==> config.mk <==
export PLATFORM = sky130hd
export DESIGN_NAME = hrs_halt_reaction
export DESIGN_NICKNAME = d
export VERILOG_FILES = /design/src/hrs_pkg.sv /design/src/hrs_halt_reaction.sv
export SDC_FILE = /design/constraint.sdc
export NUM_CORES = 1
export LEC_CHECK = 0
export ABC_CLOCK_PERIOD_IN_PS = 8750
export BUFFER_PORTS_ARGS = -buffer_cell sky130_fd_sc_hd__buf_4
export CAP_MARGIN = 5
export CORE_UTILIZATION = 54
export CTS_CLUSTER_DIAMETER = 40
export CTS_CLUSTER_SIZE = 20
export DETAILED_ROUTE_END_ITERATION = 8
export GPL_ROUTABILITY_DRIVEN = 1
export PLACE_DENSITY = 0.84
export SLEW_MARGIN = 20
export SYNTH_ARGS = -nofsm -noshare
export SYNTH_HDL_FRONTEND = slang
export SYNTH_SLANG_ARGS = --single-unit
==> constraint.sdc <==
create_clock -name core_clk_i -period 8.75 [get_ports core_clk_i]
set_input_delay 1.75 -clock core_clk_i [delete_from_list [all_inputs] [get_ports core_clk_i]]
set_output_delay 1.75 -clock core_clk_i [all_outputs]
set_load 0.01 [all_outputs]
==> src/hrs_pkg.sv <==
package hrs_pkg;
   // ************************************************************
   // option values
   // ************************************************************
   localparam logic signed [15:0] OPT_NO_REACTION = 16'shFFFF; // -1, no reaction
   localparam logic signed [15:0] OPT_RELEASE = 16'sh0000; // driver off, coast
   localparam logic signed [15:0] OPT_SLOW_RAMP = 16'sh0001; // mode slow-down ramp
   localparam logic signed [15:0] OPT_QUICK_RAMP = 16'sh0002; // quick-stop ramp
   // ************************************************************
   // reset values of stored options
   // ************************************************************
   localparam logic signed [15:0] SHUTDOWN_OPT_RST = 16'sh0001; // shutdown option
   localparam logic signed [15:0] DISABLE_OPT_RST = 16'sh0001; // disable-op option
   localparam logic signed [15:0] HALT_OPT_RST = 16'sh0001; // halt option
   localparam logic signed [15:0] FAULT_OPT_RST = 16'sh0002; // fault option
   localparam logic signed [15:0] FOLLOW_OPT_RST = 16'sh0001; // following option
   // ************************************************************
   // controlword and monitoring limits
   // ************************************************************
   localparam int CW_HALT_BIT = 8; // halt bit position
   localparam logic [31:0] FOLLOW_WIN_OFF = 32'hFFFFFFFF; // -1 disables
   localparam logic [31:0] SLIP_LIM_OFF = 32'h7FFFFFFF; // max positive disables
   // ************************************************************
   // operating modes that honour halt
   // ************************************************************
   localparam logic signed [7:0] MODE_PROF_POS = 8'sh01; // profile position
   localparam logic signed [7:0] MODE_VELOCITY = 8'sh02; // velocity
   localparam logic signed [7:0] MODE_PROF_VEL = 8'sh03; // profile velocity
   localparam logic signed [7:0] MODE_PROF_TRQ = 8'sh04; // profile torque
   localparam logic signed [7:0] MODE_INTERP = 8'sh07; // interpolated position
   // ************************************************************
   // types
   // ************************************************************
   typedef enum logic [1:0] {
      HRS_ACT_NONE,
      HRS_ACT_RELEASE,
      HRS_ACT_SLOW,
      HRS_ACT_QUICK
   } hrs_act_e;
   typedef enum logic [2:0] {
      HRS_SRC_NONE,
      HRS_SRC_SHUTDOWN,
      HRS_SRC_DISABLE,
      HRS_SRC_HALT,
      HRS_SRC_FAULT,
      HRS_SRC_FOLLOW
   } hrs_src_e;
   typedef enum logic [1:0] {
      HRS_OPT_SHUTDOWN,
      HRS_OPT_DISABLE,
      HRS_OPT_HALT,
      HRS_OPT_FAULT
   } hrs_optsel_e;
   // option write port
   typedef struct packed {
      logic wr;
      logic [2:0] sel; // 0..3 per hrs_optsel_e, 4 = following option
      logic signed [15:0] value;
   } hrs_optwr_s;
   // reaction request events
   typedef struct packed {
      logic shutdown;
      logic disable_op;
      logic fault;
      logic [15:0] fault_code;
      logic follow_err;
   } hrs_evt_s;
   // drive command outputs
   typedef struct packed {
      logic driver_en;
      logic ramp_slow;
      logic ramp_quick;
      logic to_ready;
      logic to_switched_on;
   } hrs_drv_s;
endpackage
==> src/hrs_halt_reaction.sv <==
module hrs_halt_reaction (
   input wire logic core_clk_i,
   input wire logic rstn_i,
   input wire logic clk_en_i,
   input wire hrs_pkg::hrs_optwr_s opt_wr_i,
   input wire logic [15:0] controlword_i,
   input wire logic signed [7:0] active_mode_i,
   input wire hrs_pkg::hrs_evt_s evt_i,
   input wire logic [31:0] follow_window_i,
   input wire logic [31:0] slip_limit_i,
   input wire logic [15:0] mode_decel_i,
   input wire logic [15:0] quick_decel_i,
   input wire logic motor_stopped_i,
   output logic opt_wr_err_o,
   output hrs_pkg::hrs_drv_s drv_o,
   output logic [15:0] decel_o,
   output logic [15:0] err_code_o,
   output logic err_code_vld_o,
   output logic [2:0] active_src_o,
   output logic busy_o
);
   import hrs_pkg::*;

   // ************************************************************
   // state
   // ************************************************************
   // every register of the block lives in this one struct
   typedef struct packed {
      logic signed [15:0] opt_shutdown; // stored shutdown option
      logic signed [15:0] opt_disable; // stored disable option
      logic signed [15:0] opt_halt; // stored halt option
      logic signed [15:0] opt_fault; // stored fault option
      logic signed [15:0] opt_follow; // stored following option
      logic wr_err; // last write refused
      hrs_act_e act; // running reaction
      hrs_src_e src; // its cause
      hrs_drv_s drv; // driver commands
      logic [15:0] decel; // chosen deceleration
      logic [15:0] err_code; // error history entry
      logic err_vld; // entry valid
   } hrs_state_s;

   // registered state and the value it takes at the next enabled edge
   hrs_state_s st;
   hrs_state_s next_st;
   logic halt_ok; // halt bit honoured in this mode
   logic mon_on; // following monitoring active
   logic signed [15:0] opt_pick; // option of the event taken
   hrs_src_e src_pick; // event taken this cycle

   // ************************************************************
   // combinational next state
   // ************************************************************
   // one pass: option writes, error record, event pick, driver commands
   always_comb begin
      next_st = st;
      // halt bit only counts in the listed operating modes
      halt_ok = (active_mode_i == MODE_PROF_POS) || (active_mode_i == MODE_VELOCITY)
         || (active_mode_i == MODE_PROF_VEL) || (active_mode_i == MODE_PROF_TRQ)
         || (active_mode_i == MODE_INTERP);
      // either limit at its off value stops following monitoring
      mon_on = (follow_window_i != FOLLOW_WIN_OFF) && (slip_limit_i != SLIP_LIM_OFF);
      // nothing picked unless an event below claims the cycle
      opt_pick = OPT_NO_REACTION;
      src_pick = HRS_SRC_NONE;
      // option writes, reserved values refused
      if (opt_wr_i.wr) begin
         next_st.wr_err = 1'b1;
         unique case (opt_wr_i.sel)
            // shutdown option takes coast or slow ramp only
            3'h0: if (opt_wr_i.value == OPT_RELEASE || opt_wr_i.value == OPT_SLOW_RAMP) begin
               next_st.opt_shutdown = opt_wr_i.value;
               next_st.wr_err = 1'b0;
            end
            // disable option takes coast or slow ramp only
            3'h1: if (opt_wr_i.value == OPT_RELEASE || opt_wr_i.value == OPT_SLOW_RAMP) begin
               next_st.opt_disable = opt_wr_i.value;
               next_st.wr_err = 1'b0;
            end
            // halt option has no coast choice
            3'h2: if (opt_wr_i.value == OPT_SLOW_RAMP || opt_wr_i.value == OPT_QUICK_RAMP) begin
               next_st.opt_halt = opt_wr_i.value;
               next_st.wr_err = 1'b0;
            end
            // fault option: coast, slow or quick
            3'h3: if (opt_wr_i.value >= OPT_RELEASE && opt_wr_i.value <= OPT_QUICK_RAMP) begin
               next_st.opt_fault = opt_wr_i.value;
               next_st.wr_err = 1'b0;
            end
            // following option also allows no reaction
            3'h4: if (opt_wr_i.value >= OPT_NO_REACTION && opt_wr_i.value <= OPT_QUICK_RAMP) begin
               next_st.opt_follow = opt_wr_i.value;
               next_st.wr_err = 1'b0;
            end
            default: next_st.wr_err = 1'b1; // unmapped selector refused
         endcase
      end
      // error history record
      next_st.err_vld = 1'b0;
      if (evt_i.fault) begin
         next_st.err_code = evt_i.fault_code;
         next_st.err_vld = 1'b1;
      end
      // event priority: fault, following, halt, disable, shutdown
      if (evt_i.fault) begin
         src_pick = HRS_SRC_FAULT;
         opt_pick = st.opt_fault;
      end else if (evt_i.follow_err && mon_on && st.opt_follow != OPT_NO_REACTION) begin
         src_pick = HRS_SRC_FOLLOW;
         opt_pick = st.opt_follow;
      end else if (controlword_i[CW_HALT_BIT] && halt_ok && st.act == HRS_ACT_NONE) begin
         src_pick = HRS_SRC_HALT;
         opt_pick = st.opt_halt;
      end else if (evt_i.disable_op) begin
         src_pick = HRS_SRC_DISABLE;
         opt_pick = st.opt_disable;
      end else if (evt_i.shutdown) begin
         src_pick = HRS_SRC_SHUTDOWN;
         opt_pick = st.opt_shutdown;
      end
      // state change requests are one-cycle pulses
      next_st.drv.to_ready = 1'b0;
      next_st.drv.to_switched_on = 1'b0;
      // any new event but halt overrides whatever reaction is running
      if (src_pick != HRS_SRC_NONE) begin
         next_st.src = src_pick;
         unique case (opt_pick)
            // coast: driver off at once, state change right away
            OPT_RELEASE: begin
               next_st.act = HRS_ACT_RELEASE;
               next_st.drv.driver_en = 1'b0;
               next_st.drv.ramp_slow = 1'b0;
               next_st.drv.ramp_quick = 1'b0;
               next_st.drv.to_ready = (src_pick == HRS_SRC_SHUTDOWN);
               next_st.drv.to_switched_on = (src_pick == HRS_SRC_DISABLE);
            end
            // slow-down ramp, state change waits for standstill
            OPT_SLOW_RAMP: begin
               next_st.act = HRS_ACT_SLOW;
               next_st.drv.driver_en = 1'b1;
               next_st.drv.ramp_slow = 1'b1;
               next_st.drv.ramp_quick = 1'b0;
               next_st.decel = mode_decel_i;
            end
            // quick-stop ramp, driver stays energised while braking
            OPT_QUICK_RAMP: begin
               next_st.act = HRS_ACT_QUICK;
               next_st.drv.driver_en = 1'b1;
               next_st.drv.ramp_slow = 1'b0;
               next_st.drv.ramp_quick = 1'b1;
               next_st.decel = quick_decel_i;
            end
            default: next_st.act = st.act; // no reaction
         endcase
      end else if ((st.act == HRS_ACT_SLOW || st.act == HRS_ACT_QUICK) && motor_stopped_i) begin
         // braking finished, state change only now
         next_st.drv.to_ready = (st.src == HRS_SRC_SHUTDOWN);
         next_st.drv.to_switched_on = (st.src == HRS_SRC_DISABLE);
         next_st.drv.ramp_slow = 1'b0;
         next_st.drv.ramp_quick = 1'b0;
         next_st.act = HRS_ACT_NONE;
         next_st.src = HRS_SRC_NONE;
      end else if (st.act == HRS_ACT_SLOW) begin
         // slow ramp follows the mode deceleration as it changes
         next_st.decel = mode_decel_i;
      end else if (st.act == HRS_ACT_QUICK) begin
         // quick ramp follows the quick-stop deceleration likewise
         next_st.decel = quick_decel_i;
      end else if (st.act == HRS_ACT_RELEASE && !evt_i.shutdown && !evt_i.disable_op) begin
         // coasting done, hand back to state machine
         next_st.act = HRS_ACT_NONE;
         next_st.src = HRS_SRC_NONE;
         next_st.drv.driver_en = 1'b1;
      end
   end

   // ************************************************************
   // state register
   // ************************************************************
   // async reset to the default options, driver enabled and idle
   always_ff @(posedge core_clk_i or negedge rstn_i) begin
      if (!rstn_i) begin
         st.opt_shutdown <= SHUTDOWN_OPT_RST;
         st.opt_disable <= DISABLE_OPT_RST;
         st.opt_halt <= HALT_OPT_RST;
         st.opt_fault <= FAULT_OPT_RST;
         st.opt_follow <= FOLLOW_OPT_RST;
         st.wr_err <= 1'b0;
         st.act <= HRS_ACT_NONE;
         st.src <= HRS_SRC_NONE;
         st.drv <= '{driver_en: 1'b1, default: 1'b0};
         st.decel <= 16'h0000;
         st.err_code <= 16'h0000;
         st.err_vld <= 1'b0;
      end else if (clk_en_i) begin
         // enable low holds every bit of state
         st <= next_st;
      end
   end

   // ************************************************************
   // outputs
   // ************************************************************
   // outputs come straight from the state register
   assign opt_wr_err_o = st.wr_err;
   assign drv_o = st.drv;
   assign decel_o = st.decel;
   assign err_code_o = st.err_code;
   assign err_code_vld_o = st.err_vld;
   assign active_src_o = st.src;
   assign busy_o = (st.act != HRS_ACT_NONE);
endmodule

**Word level (Yosys, flattened, before mapping)**

Cells that the tools add are included.

- Bits in registers: 124
- Latch bits: 0
- RAM bits: 0
- ROM bits: 0
- Input port bits: 164
- Output and inout port bits: 43
- Logic and storage cells: 121
- Memories kept: 0

- Add/sub/neg operators: 0
- Multipliers: 0
- Divide/modulo/power cells: 0
- Magnitude comparators: 3
- Eq/ne operators: 30
- Shifts and indexed selects: 0
- Mux-type cells: 30
- Bitwise operators: 0
- Reductions and logical operators: 42

Operator list:

| operator | count |
|---|---|
| $mux W16 | 8 |
| $eq A16 B2 Y1 const B | 2 |
| $ge A16 B1 Y1 const B | 2 |
| $logic_not A16 Y1 | 2 |
| $ne A32 B31 Y1 const B | 1 |
| $ne A32 B32 Y1 const B | 1 |
| $pmux W16 S2 | 1 |
| $reduce_and A4 Y1 | 7 |
| $mux W26 | 1 |
| $mux W6 | 3 |
| $eq A16 B1 Y1 const B | 1 |
| $eq A16 B3 Y1 const B | 1 |
| $eq A8 B3 Y1 const B | 2 |
| $eq A8 B4 Y1 const B | 2 |
| $le A16 B3 Y1 const B | 1 |
| $ne A16 B1 Y1 const B | 1 |
| $eq A3 B2 Y1 const B | 4 |
| $logic_and A1 B1 Y1 | 10 |
| $eq A3 B1 Y1 const B | 3 |
| $pmux W3 S3 | 1 |
| $reduce_bool A3 Y1 | 3 |
| $eq A8 B2 Y1 const B | 1 |
| $logic_or A1 B1 Y1 | 7 |
| $mux W1 | 7 |
| other kinds (22) | 33 |

**Longest topological paths before layout**

Gate-level depths: netlist (run 1).

- Depth after elaboration: 13
- Mapped depth: 12
- Gate-level depth less buffers: 9

**Worst setup path after synthesis (run 1)**

OpenSTA, ideal clock, no wires.

- Path kind: input -> register
- From: in active_mode_i[3]
- To: reg st, in the netlist decel_o[10]
- Setup time: 125 ps
- Arrival time: 4,180 ps
- Data required time: 8,625 ps
- Slack: 4,445 ps
- Cell stages on the path: 10
- Buffers on the path: 1
- Cell sequence: nor4b_1 -> o2111ai_2 -> or2_2 -> a221o_2 -> o221ai_1 -> inv_1 -> a21oi_4 -> buf_12 -> mux2_4 -> mux2_4

- Longest elaborated chain between the ends: 13
- Elaborated cells on any way between the ends: 26
- Classes of those cells: eq/ne (9); mux (8); reduce/logical (9)

Ends and longest elaborated chain:

| what | RTL line | RTL |
|---|---|---|
| start, declared | hrs_halt_reaction.sv:7 | `input wire logic signed [7:0] active_mode_i,` |
| $eq A8 B2 Y1 / $eq A8 B3 Y1 (equally long branches) | hrs_halt_reaction.sv:58 | `halt_ok = (active_mode_i == MODE_PROF_POS) \|\| (active_mode_i == MODE_VELOCITY)` |
| $logic_or A1 B1 Y1 | hrs_halt_reaction.sv:58 |  |
| $logic_or A1 B1 Y1 (2 in series) | hrs_halt_reaction.sv:59 | `\|\| (active_mode_i == MODE_PROF_VEL) \|\| (active_mode_i == MODE_PROF_TRQ)` |
| $logic_or A1 B1 Y1 * | hrs_halt_reaction.sv:60 | `\|\| (active_mode_i == MODE_INTERP);` |
| $logic_and A1 B1 Y1 * (2 in series) | hrs_halt_reaction.sv:111 | `end else if (controlword_i[CW_HALT_BIT] && halt_ok && st.act == HRS_ACT_NONE) begin` |
| $mux W16 / $mux W2 (equally long branches) | hrs_halt_reaction.sv:111 |  |
| $mux W16 / $mux W3 (equally long branches) | hrs_halt_reaction.sv:108 | `end else if (evt_i.follow_err && mon_on && st.opt_follow != OPT_NO_REACTION) begin` |
| $mux W16 / $mux W3 (equally long branches) | hrs_halt_reaction.sv:105 | `if (evt_i.fault) begin` |
| $eq A16 B2 Y1 (tied with other cells) | hrs_halt_reaction.sv:127 | `unique case (opt_pick)` |
| $ne A3 B1 Y1 (no source line) (tied with other cells) | n/a |  |
| $reduce_and A4 Y1 (no source line) / $mux W26 (equally long branches) | n/a |  |
| end signal, assigned | hrs_halt_reaction.sv:197 | `st <= next_st;` |
| end, declared | hrs_halt_reaction.sv:44 | `hrs_state_s st;` |

Mark *: on every way between the ends. The rest lies on a longest branch, timed or not.
A chain may end at the register's enable or synchronous reset.

**Final worst setup path (run 1)**

- From: in active_mode_i[7]
- To: reg st, in the netlist decel_o[4]

Same word-level chain as after synthesis.

==> summary.txt, run 1 <==
Final Critical Period: 5090 ps
post-synth design cell area: 5890 µm²
number of DRC markers in iteration 0: 326
max-cap viol count: 0
total clock buffers created by CTS: 17
Synth async-reset ratio: 100%
Synth Area per Inst: 11.6 µm²
share of post-route cells with drive strength above 1: 44.1%
maximum number of pins on one net before global-route repair: 93
number of cells on the worst hold path: 1
post-placement worst setup slack: 3160 ps
Cell Pwr Density: 215 nW/µm²
final layout net count: 827
clock slew seen by the registers of the worst setup and hold paths: 60 ps
Inserted Diodes: 0
number of hold violations in the final report: 0
global-route wire length before repair: 23900 µm
number of cells on the worst reg-to-reg path: 9
worst-path fanout max: 16
flip-flop and latch count after synthesis: 124
post-route clock period utilization: 58.2%
crit path setup slack, layout: 3660 ps
aggregate negative setup slack: 0 ps
CTS-repair resized insts: 0
Vias: 4582
setup repair after global routing missed its margin: no
number of enable-type register cells in the synthesized netlist: 0
Worst setup EP type: flip-flop
width of the die: 106 µm
number of warnings reported in the yosys synthesis log: 0
Max-slew headroom: 35.6%
post-synthesis cell count: 510
wire length after detailed routing: 14600 µm
remaining global-route overflow: 0
final estimated routing congestion in global placement: 0.871
half-perimeter wire length of the detailed placement result: 10400 µm
max-slew violation total from the final report: 0
height of the chip: 106 µm
Hold Crit Class: reg -> reg
clock latency on the worst-skew pair: 500 ps
I/O pins: 207
overall fraction of global-route tracks in use: 27.3%
clock tree from TritonCTS: built
num rows: 37
peak ir drop on the vdd network: 0.000211 V
sequential-to-total area share from yosys stat: 52.8%
hold_buf cts: 0
worst setup skew after layout: 6.32 ps
count of buffers from port buffering: 191
Clock H-tree levels: 4
clock root buffer: sky130_fd_sc_hd__clkbuf_8
Primary FF master, synth: sky130_fd_sc_hd__dfrtp_1
area of the core: 10500 µm²
synthesized net count: 674
data arrival at the endpoint of the critical path: 5480 ps
number of distinct library cell variants in the gate-level netlist after synthesis: 56
fraction of the core area covered by cells at the end of the flow: 73.8%
status: finished clean
final number of setup-violating endpoints: 0
Req. time, crit path: 9140 ps
first-pass iteration count of the detailed router: 5
via count of the first global-routing pass: 4714
worst-margin pin slew: 967 ps
critical path startpoint category: primary input
buffer count from post-CTS setup fixing: 0
maximum clock frequency: 196 MHz
initial antenna violation count: 0
signed area change from the synthesized netlist to the final layout: 31.0%
antenna-violating nets left: 0
number of vias per cell after detailed routing: 5.64
starting utilization of the core area: 56.3%
static leakage: 3.85 nW
worst setup path category: in -> reg
drt drc: 0
routed length per instance: 18.0 µm
clock tree buffer depth: 2
clk sinks: 124
full die area: 11300 µm²
-- state kept, by name, summed over array words and instances, names as in the netlist --
signal / flops
err_code_vld_o: 1
active_src_o: 3
decel_o: 16
st: 82
drv_o: 5
opt_wr_err_o: 1
err_code_o: 16
-- final timing paths --
check / start / end / slack (ps)
worst max-delay path: active_mode_i[7] / decel_o[4] / 3660
worst min-delay path: st[80] / st[80] / 480
worst max register to register: st[42] / decel_o[4] / 4600
worst min register to register: st[80] / st[80] / 480
max in group asynchronous: rstn_i / st[99] / 6450
min in group asynchronous: rstn_i / st[116] / 1180
-- where the power goes --
group	switching (mW)	internal [mW]	total, mW
clock network	0.250	0.472	0.723
logic	0.115	0.168	0.283
registers	0.0326	0.624	0.656
total	0.398	1.26	1.66
-- critical path: stages --
cell,delay (ps)
sky130_fd_sc_hd__buf_4,110
sky130_fd_sc_hd__nor4_1,520
sky130_fd_sc_hd__o2111ai_2,540
sky130_fd_sc_hd__mux2i_1,270
sky130_fd_sc_hd__a211o_2,350
sky130_fd_sc_hd__a32o_1,220
sky130_fd_sc_hd__nand3b_1,260
sky130_fd_sc_hd__o21ai_0,230
sky130_fd_sc_hd__and2_1,790
sky130_fd_sc_hd__mux2_2,430
-- synthesized netlist by cell type (2+ instances only) --
master                     number  area (µm²)
sky130_fd_sc_hd__nor2b_1       15        93.8
sky130_fd_sc_hd__nand4_1       26         163
sky130_fd_sc_hd__nand2b_1       3        18.8
sky130_fd_sc_hd__o22ai_1        2        12.5
sky130_fd_sc_hd__a22o_1         2        17.5
sky130_fd_sc_hd__nand2_1       33         124
sky130_fd_sc_hd__a21oi_1        9        45.0
sky130_fd_sc_hd__o21ai_0       24         120
sky130_fd_sc_hd__xnor2_1        2        17.5
sky130_fd_sc_hd__mux2i_1        2        20.0
sky130_fd_sc_hd__mux2_2        36         405
sky130_fd_sc_hd__a31oi_1        6        37.5
sky130_fd_sc_hd__nor3b_1        4        30.0
sky130_fd_sc_hd__nand3b_1       4        30.0
sky130_fd_sc_hd__nor3_1         4        20.0
sky130_fd_sc_hd__or4_1          6        45.0
sky130_fd_sc_hd__a32o_1         2        20.0
sky130_fd_sc_hd__o31ai_1        7        52.6
sky130_fd_sc_hd__clkbuf_1      14        52.6
sky130_fd_sc_hd__nor2_1        12        45.0
sky130_fd_sc_hd__mux2_4        20         300
sky130_fd_sc_hd__dfrtp_1      118        2950
sky130_fd_sc_hd__and2_1        45         282
sky130_fd_sc_hd__nor4_1        21         131
sky130_fd_sc_hd__a221o_2        2        22.5
sky130_fd_sc_hd__nand3_1        2        10.0
sky130_fd_sc_hd__inv_1          9        33.8
sky130_fd_sc_hd__nor4b_1        3        26.3
sky130_fd_sc_hd__o21a_1         2        15.0
sky130_fd_sc_hd__nand4b_1       2        17.5
sky130_fd_sc_hd__buf_4         41         308
sky130_fd_sc_hd__a221oi_1       2        17.5
sky130_fd_sc_hd__dfstp_2        6         158
sky130_fd_sc_hd__or2_2          2        12.5
-- per-layer routing --
metal  GRT usage (%)  vias to the layer above  routed length, µm
met5               0                        -                  0
met4            7.93                        0                205
met3            7.54                       17               1130
met2            47.0                      198               7420
met1            33.5                     2253               5830
li1                -                     2114                  -
-- logic make-up after synthesis --
logic type             Yosys count  share of synthesized area [%]
buffers and inverters           70                           7.85
flip-flops                     124                           52.8
AND/OR/NAND/NOR                185                           18.2
AO/OA/AOI/OAI                   70                           8.43
multiplexers                    58                           12.3
XOR/XNOR                         3                          0.446
-- metrics by stage --
stage / std cells / power, mW / cell area [µm²] / hold WS, ps
floorplan: 510 / 0.844 / 5890 / 444
global placement: 780 / 0.935 / 7100 / 461
detailed placement: 780 / 0.945 / 7100 / 466
CTS: 812 / 1.67 / 7720 / 484
global route: 812 / 1.73 / 7720 / 496
finish: 812 / 1.66 / 7720 / 477
-- cell type report --
type,instances,area [µm²]
Clock buffer,19,432
Clock inverter,13,190
Fill cell,693,2740
Inverter,10,37.5
Multi-Input combinational cell,316,2320
Sequential cell,124,3110
Tap cell,136,170
Timing Repair Buffer,194,1460
-- cell usage in the layout, fill, tap and decap left out, types with 3 or more instances in the layout --
cell                        count
sky130_fd_sc_hd__buf_4        193
sky130_fd_sc_hd__dfrtp_1      118
sky130_fd_sc_hd__and2_1        45
sky130_fd_sc_hd__mux2_2        36
sky130_fd_sc_hd__nand2_1       33
sky130_fd_sc_hd__nand4_1       26
sky130_fd_sc_hd__o21ai_0       24
sky130_fd_sc_hd__nor4_1        21
sky130_fd_sc_hd__mux2_4        20
sky130_fd_sc_hd__clkbuf_16     16
sky130_fd_sc_hd__nor2b_1       15
sky130_fd_sc_hd__nor2_1        12
sky130_fd_sc_hd__inv_1          9
sky130_fd_sc_hd__a21oi_1        9
sky130_fd_sc_hd__o31ai_1        7
sky130_fd_sc_hd__or4_1          6
sky130_fd_sc_hd__a31oi_1        6
sky130_fd_sc_hd__dfstp_2        6
sky130_fd_sc_hd__nand3b_1       4
sky130_fd_sc_hd__nor3_1         4
sky130_fd_sc_hd__nor3b_1        4
sky130_fd_sc_hd__bufinv_16      4
sky130_fd_sc_hd__clkinv_4       4
sky130_fd_sc_hd__nor4b_1        3
sky130_fd_sc_hd__nand2b_1       3
No activity file was read; power rests on OpenSTA's default activity.
==> run 2, diff against run 1 <==
--- a/config.mk
+++ b/config.mk
@@ -5,15 +5,15 @@
 export SDC_FILE = /design/constraint.sdc
 export NUM_CORES = 1
 export LEC_CHECK = 0
-export ABC_CLOCK_PERIOD_IN_PS = 8750
+export ABC_CLOCK_PERIOD_IN_PS = 4800
 export BUFFER_PORTS_ARGS = -buffer_cell sky130_fd_sc_hd__buf_4
 export CAP_MARGIN = 5
-export CORE_UTILIZATION = 54
+export CORE_UTILIZATION = 50
 export CTS_CLUSTER_DIAMETER = 40
 export CTS_CLUSTER_SIZE = 20
 export DETAILED_ROUTE_END_ITERATION = 8
 export GPL_ROUTABILITY_DRIVEN = 1
-export PLACE_DENSITY = 0.84
+export PLACE_DENSITY = 0.78
 export SLEW_MARGIN = 20
 export SYNTH_ARGS = -nofsm -noshare
 export SYNTH_HDL_FRONTEND = slang
==> constraint.sdc (replaced) <==
create_clock -name core_clk_i -period 4.8 [get_ports core_clk_i]
set_input_delay 0.96 -clock core_clk_i [delete_from_list [all_inputs] [get_ports core_clk_i]]
set_output_delay 0.96 -clock core_clk_i [all_outputs]
set_load 0.01 [all_outputs]
==> run 2 against run 1 <==
Die area is 7.8% higher. Power grew 68%. Largest power group is now registers. Core utilization is 7.2 points lower. Via count fell by 3.3%. Sequential power grew 81%. Design area fell by 1.0%. Critical path type unchanged. Hold slack lost 13 ps. Non-clock buffer count up 4. Sequential share of layout area up 0.42 points. Flip-flop and latch count is the same. Largest cell class unchanged. Clock power up 49%. Global-route usage is 3.5 points lower.
==> summary.txt, run 2 (synthesized netlist as in run 1, its figures left out) <==
leading cell type in the layout, fill and taps excluded: sky130_fd_sc_hd__buf_4 (unchanged)
number of cells on the worst reg-to-reg path: 10 (was 9)
Final Critical Period: 3640 ps
peak ir drop on the vdd network: 0.000246 V (was 0.000211 V)
number of vias per cell after detailed routing: 5.41 (was 5.64)
maximum clock frequency: 275 MHz
Req. time, crit path: 5090 ps (was 9140 ps)
clock latency on the worst-skew pair: 400 ps (was 500 ps)
worst-margin pin slew: 699 ps (was 967 ps)
Crit Reg-Reg Startpoint: st[42] (unchanged)
setup repair after global routing missed its margin: no (unchanged)
Vias: 4433 (was 4582)
R2R Path End: decel_o[1] (was decel_o[4])
remaining global-route overflow: 0 (unchanged)
Worst setup EP type: flip-flop (unchanged)
first-pass iteration count of the detailed router: 4 (was 5)
hold_buf cts: 0 (unchanged)
Post-Route Hold Slack: 464 ps (was 477 ps)
critical path startpoint category: primary input (unchanged)
final estimated routing congestion in global placement: 0.914 (was 0.871)
I/O pins: 207 (unchanged)
final layout net count: 831 (was 827)
worst setup path category: in -> reg (unchanged)
total clock buffers created by CTS: 17 (unchanged)
worst setup skew after layout: 9.48 ps (was 6.32 ps)
wire length after detailed routing: 13800 µm (was 14600 µm)
starting utilization of the core area: 51.4% (was 56.3%)
number of flip-flops under the largest register name: 82 (unchanged)
Clock H-tree levels: 4 (unchanged)
width of the die: 111 µm (was 106 µm)
buffer count from post-CTS setup fixing: 0 (unchanged)
CTS-repair resized insts: 0 (unchanged)
clock slew seen by the registers of the worst setup and hold paths: 50 ps (was 60 ps)
height of the chip: 111 µm (was 106 µm)
Hold Crit Class: in -> async (was reg -> reg)
most used cells in the layout excluding fill and tap cells: sky130_fd_sc_hd__buf_4 (198), sky130_fd_sc_hd__dfrtp_1 (118), sky130_fd_sc_hd__and2_1 (45) (was sky130_fd_sc_hd__buf_4 (193), sky130_fd_sc_hd__dfrtp_1 (118), sky130_fd_sc_hd__and2_1 (45))
clock root buffer: sky130_fd_sc_hd__clkbuf_16 (was sky130_fd_sc_hd__clkbuf_8)
Max-slew headroom: 52.9% (was 35.6%)
Inserted Diodes: 0 (unchanged)
drt drc: 0 (unchanged)
clk sinks: 124 (unchanged)
antenna-violating nets left: 0 (unchanged)
data arrival at the endpoint of the critical path: 3930 ps (was 5480 ps)
Cell Pwr Density: 365 nW/µm² (was 215 nW/µm²)
status: finished clean (unchanged)
max-slew violation total from the final report: 0 (unchanged)
num rows: 39 (was 37)
Reg with most FFs: st (unchanged)
static leakage: 3.82 nW (was 3.85 nW)
initial antenna violation count: 0 (unchanged)
aggregate negative setup slack: 0 ps (unchanged)
overall fraction of global-route tracks in use: 23.8% (was 27.3%)
worst-path fanout max: 16 (unchanged)
area of the core: 11500 µm² (was 10500 µm²)
count of buffers from port buffering: 191 (unchanged)
number of DRC markers in iteration 0: 229 (was 326)
max-cap viol count: 0 (unchanged)
final number of setup-violating endpoints: 0 (unchanged)
via count of the first global-routing pass: 4640 (was 4714)
routed length per instance: 16.9 µm (was 18.0 µm)
global-route wire length before repair: 23200 µm (was 23900 µm)
full die area: 12200 µm² (was 11300 µm²)
clock tree from TritonCTS: built (unchanged)
number of hold violations in the final report: 0 (unchanged)
post-route clock period utilization: 75.9%
half-perimeter wire length of the detailed placement result: 10300 µm (was 10400 µm)
clock tree buffer depth: 2 (unchanged)
share of post-route cells with drive strength above 1: 44.2% (was 44.1%)
setup slack, reg-to-reg: 1520 ps (was 4600 ps)
signed area change from the synthesized netlist to the final layout: 29.6% (was 31.0%)
maximum number of pins on one net before global-route repair: 58 (was 93)
[run 2: critical path: stages]
cell                        delay (ps)
sky130_fd_sc_hd__buf_4             110
sky130_fd_sc_hd__nor4b_1           370
sky130_fd_sc_hd__o2111ai_2         370
sky130_fd_sc_hd__or2_2             390
sky130_fd_sc_hd__a221o_2           330
sky130_fd_sc_hd__o221ai_1          140
sky130_fd_sc_hd__inv_1             190
sky130_fd_sc_hd__a21oi_4           150
sky130_fd_sc_hd__buf_4             290
sky130_fd_sc_hd__mux2_2            370
sky130_fd_sc_hd__mux2_2            270
[run 2: routing by layer]
layer | wire length [µm] | vias up | global-route usage (%)
li1 | - | 2111 | -
met1 | 6260 | 2146 | 31.6
met2 | 6710 | 164 | 39.0
met3 | 759 | 12 | 5.76
met4 | 95 | 0 | 6.31
met5 | 0 | - | 0
[run 2: final cells by class]
type,instances,area [µm²]
repair buffers,198,1490
multi-input cells,316,2320
inverters,10,37.5
well taps,143,179
clock inverters,9,50.0
fillers,840,3830
flip-flops and latches,124,3110
clock buffers,20,457
[run 2: report_power, final]
part	total, mW	leakage, nW	internal (mW)	switching (mW)
registers	1.19	1.62	1.14	0.0567
clock network	1.08	0.253	0.668	0.415
logic	0.509	1.94	0.306	0.202
total	2.79	3.82	2.11	0.674
[run 2: metrics by stage]
step / utilization [%] / worst slack, ps / instance area, µm² / power [mW] / cells
final: 66.6 / 1160 / 7640 / 2.79 / 820
after global routing: 66.6 / 1020 / 7640 / 2.90 / 820
after CTS: 66.6 / 1170 / 7640 / 2.81 / 820
after detailed placement: 62.2 / 747 / 7130 / 1.72 / 791
after global placement: 62.2 / 818 / 7130 / 1.70 / 791
after floorplan: - / 1280 / 5890 / 1.54 / 510
[run 2: worst max-delay path by stage]
stage,start,to,cells past startpoint
after global placement,active_mode_i[3],decel_o[1],11
after global routing,active_mode_i[3],decel_o[1],11
after detailed placement,active_mode_i[3],decel_o[3],11
after CTS,active_mode_i[3],decel_o[3],11
after floorplan,active_mode_i[3],decel_o[10],10
final,active_mode_i[3],decel_o[1],11
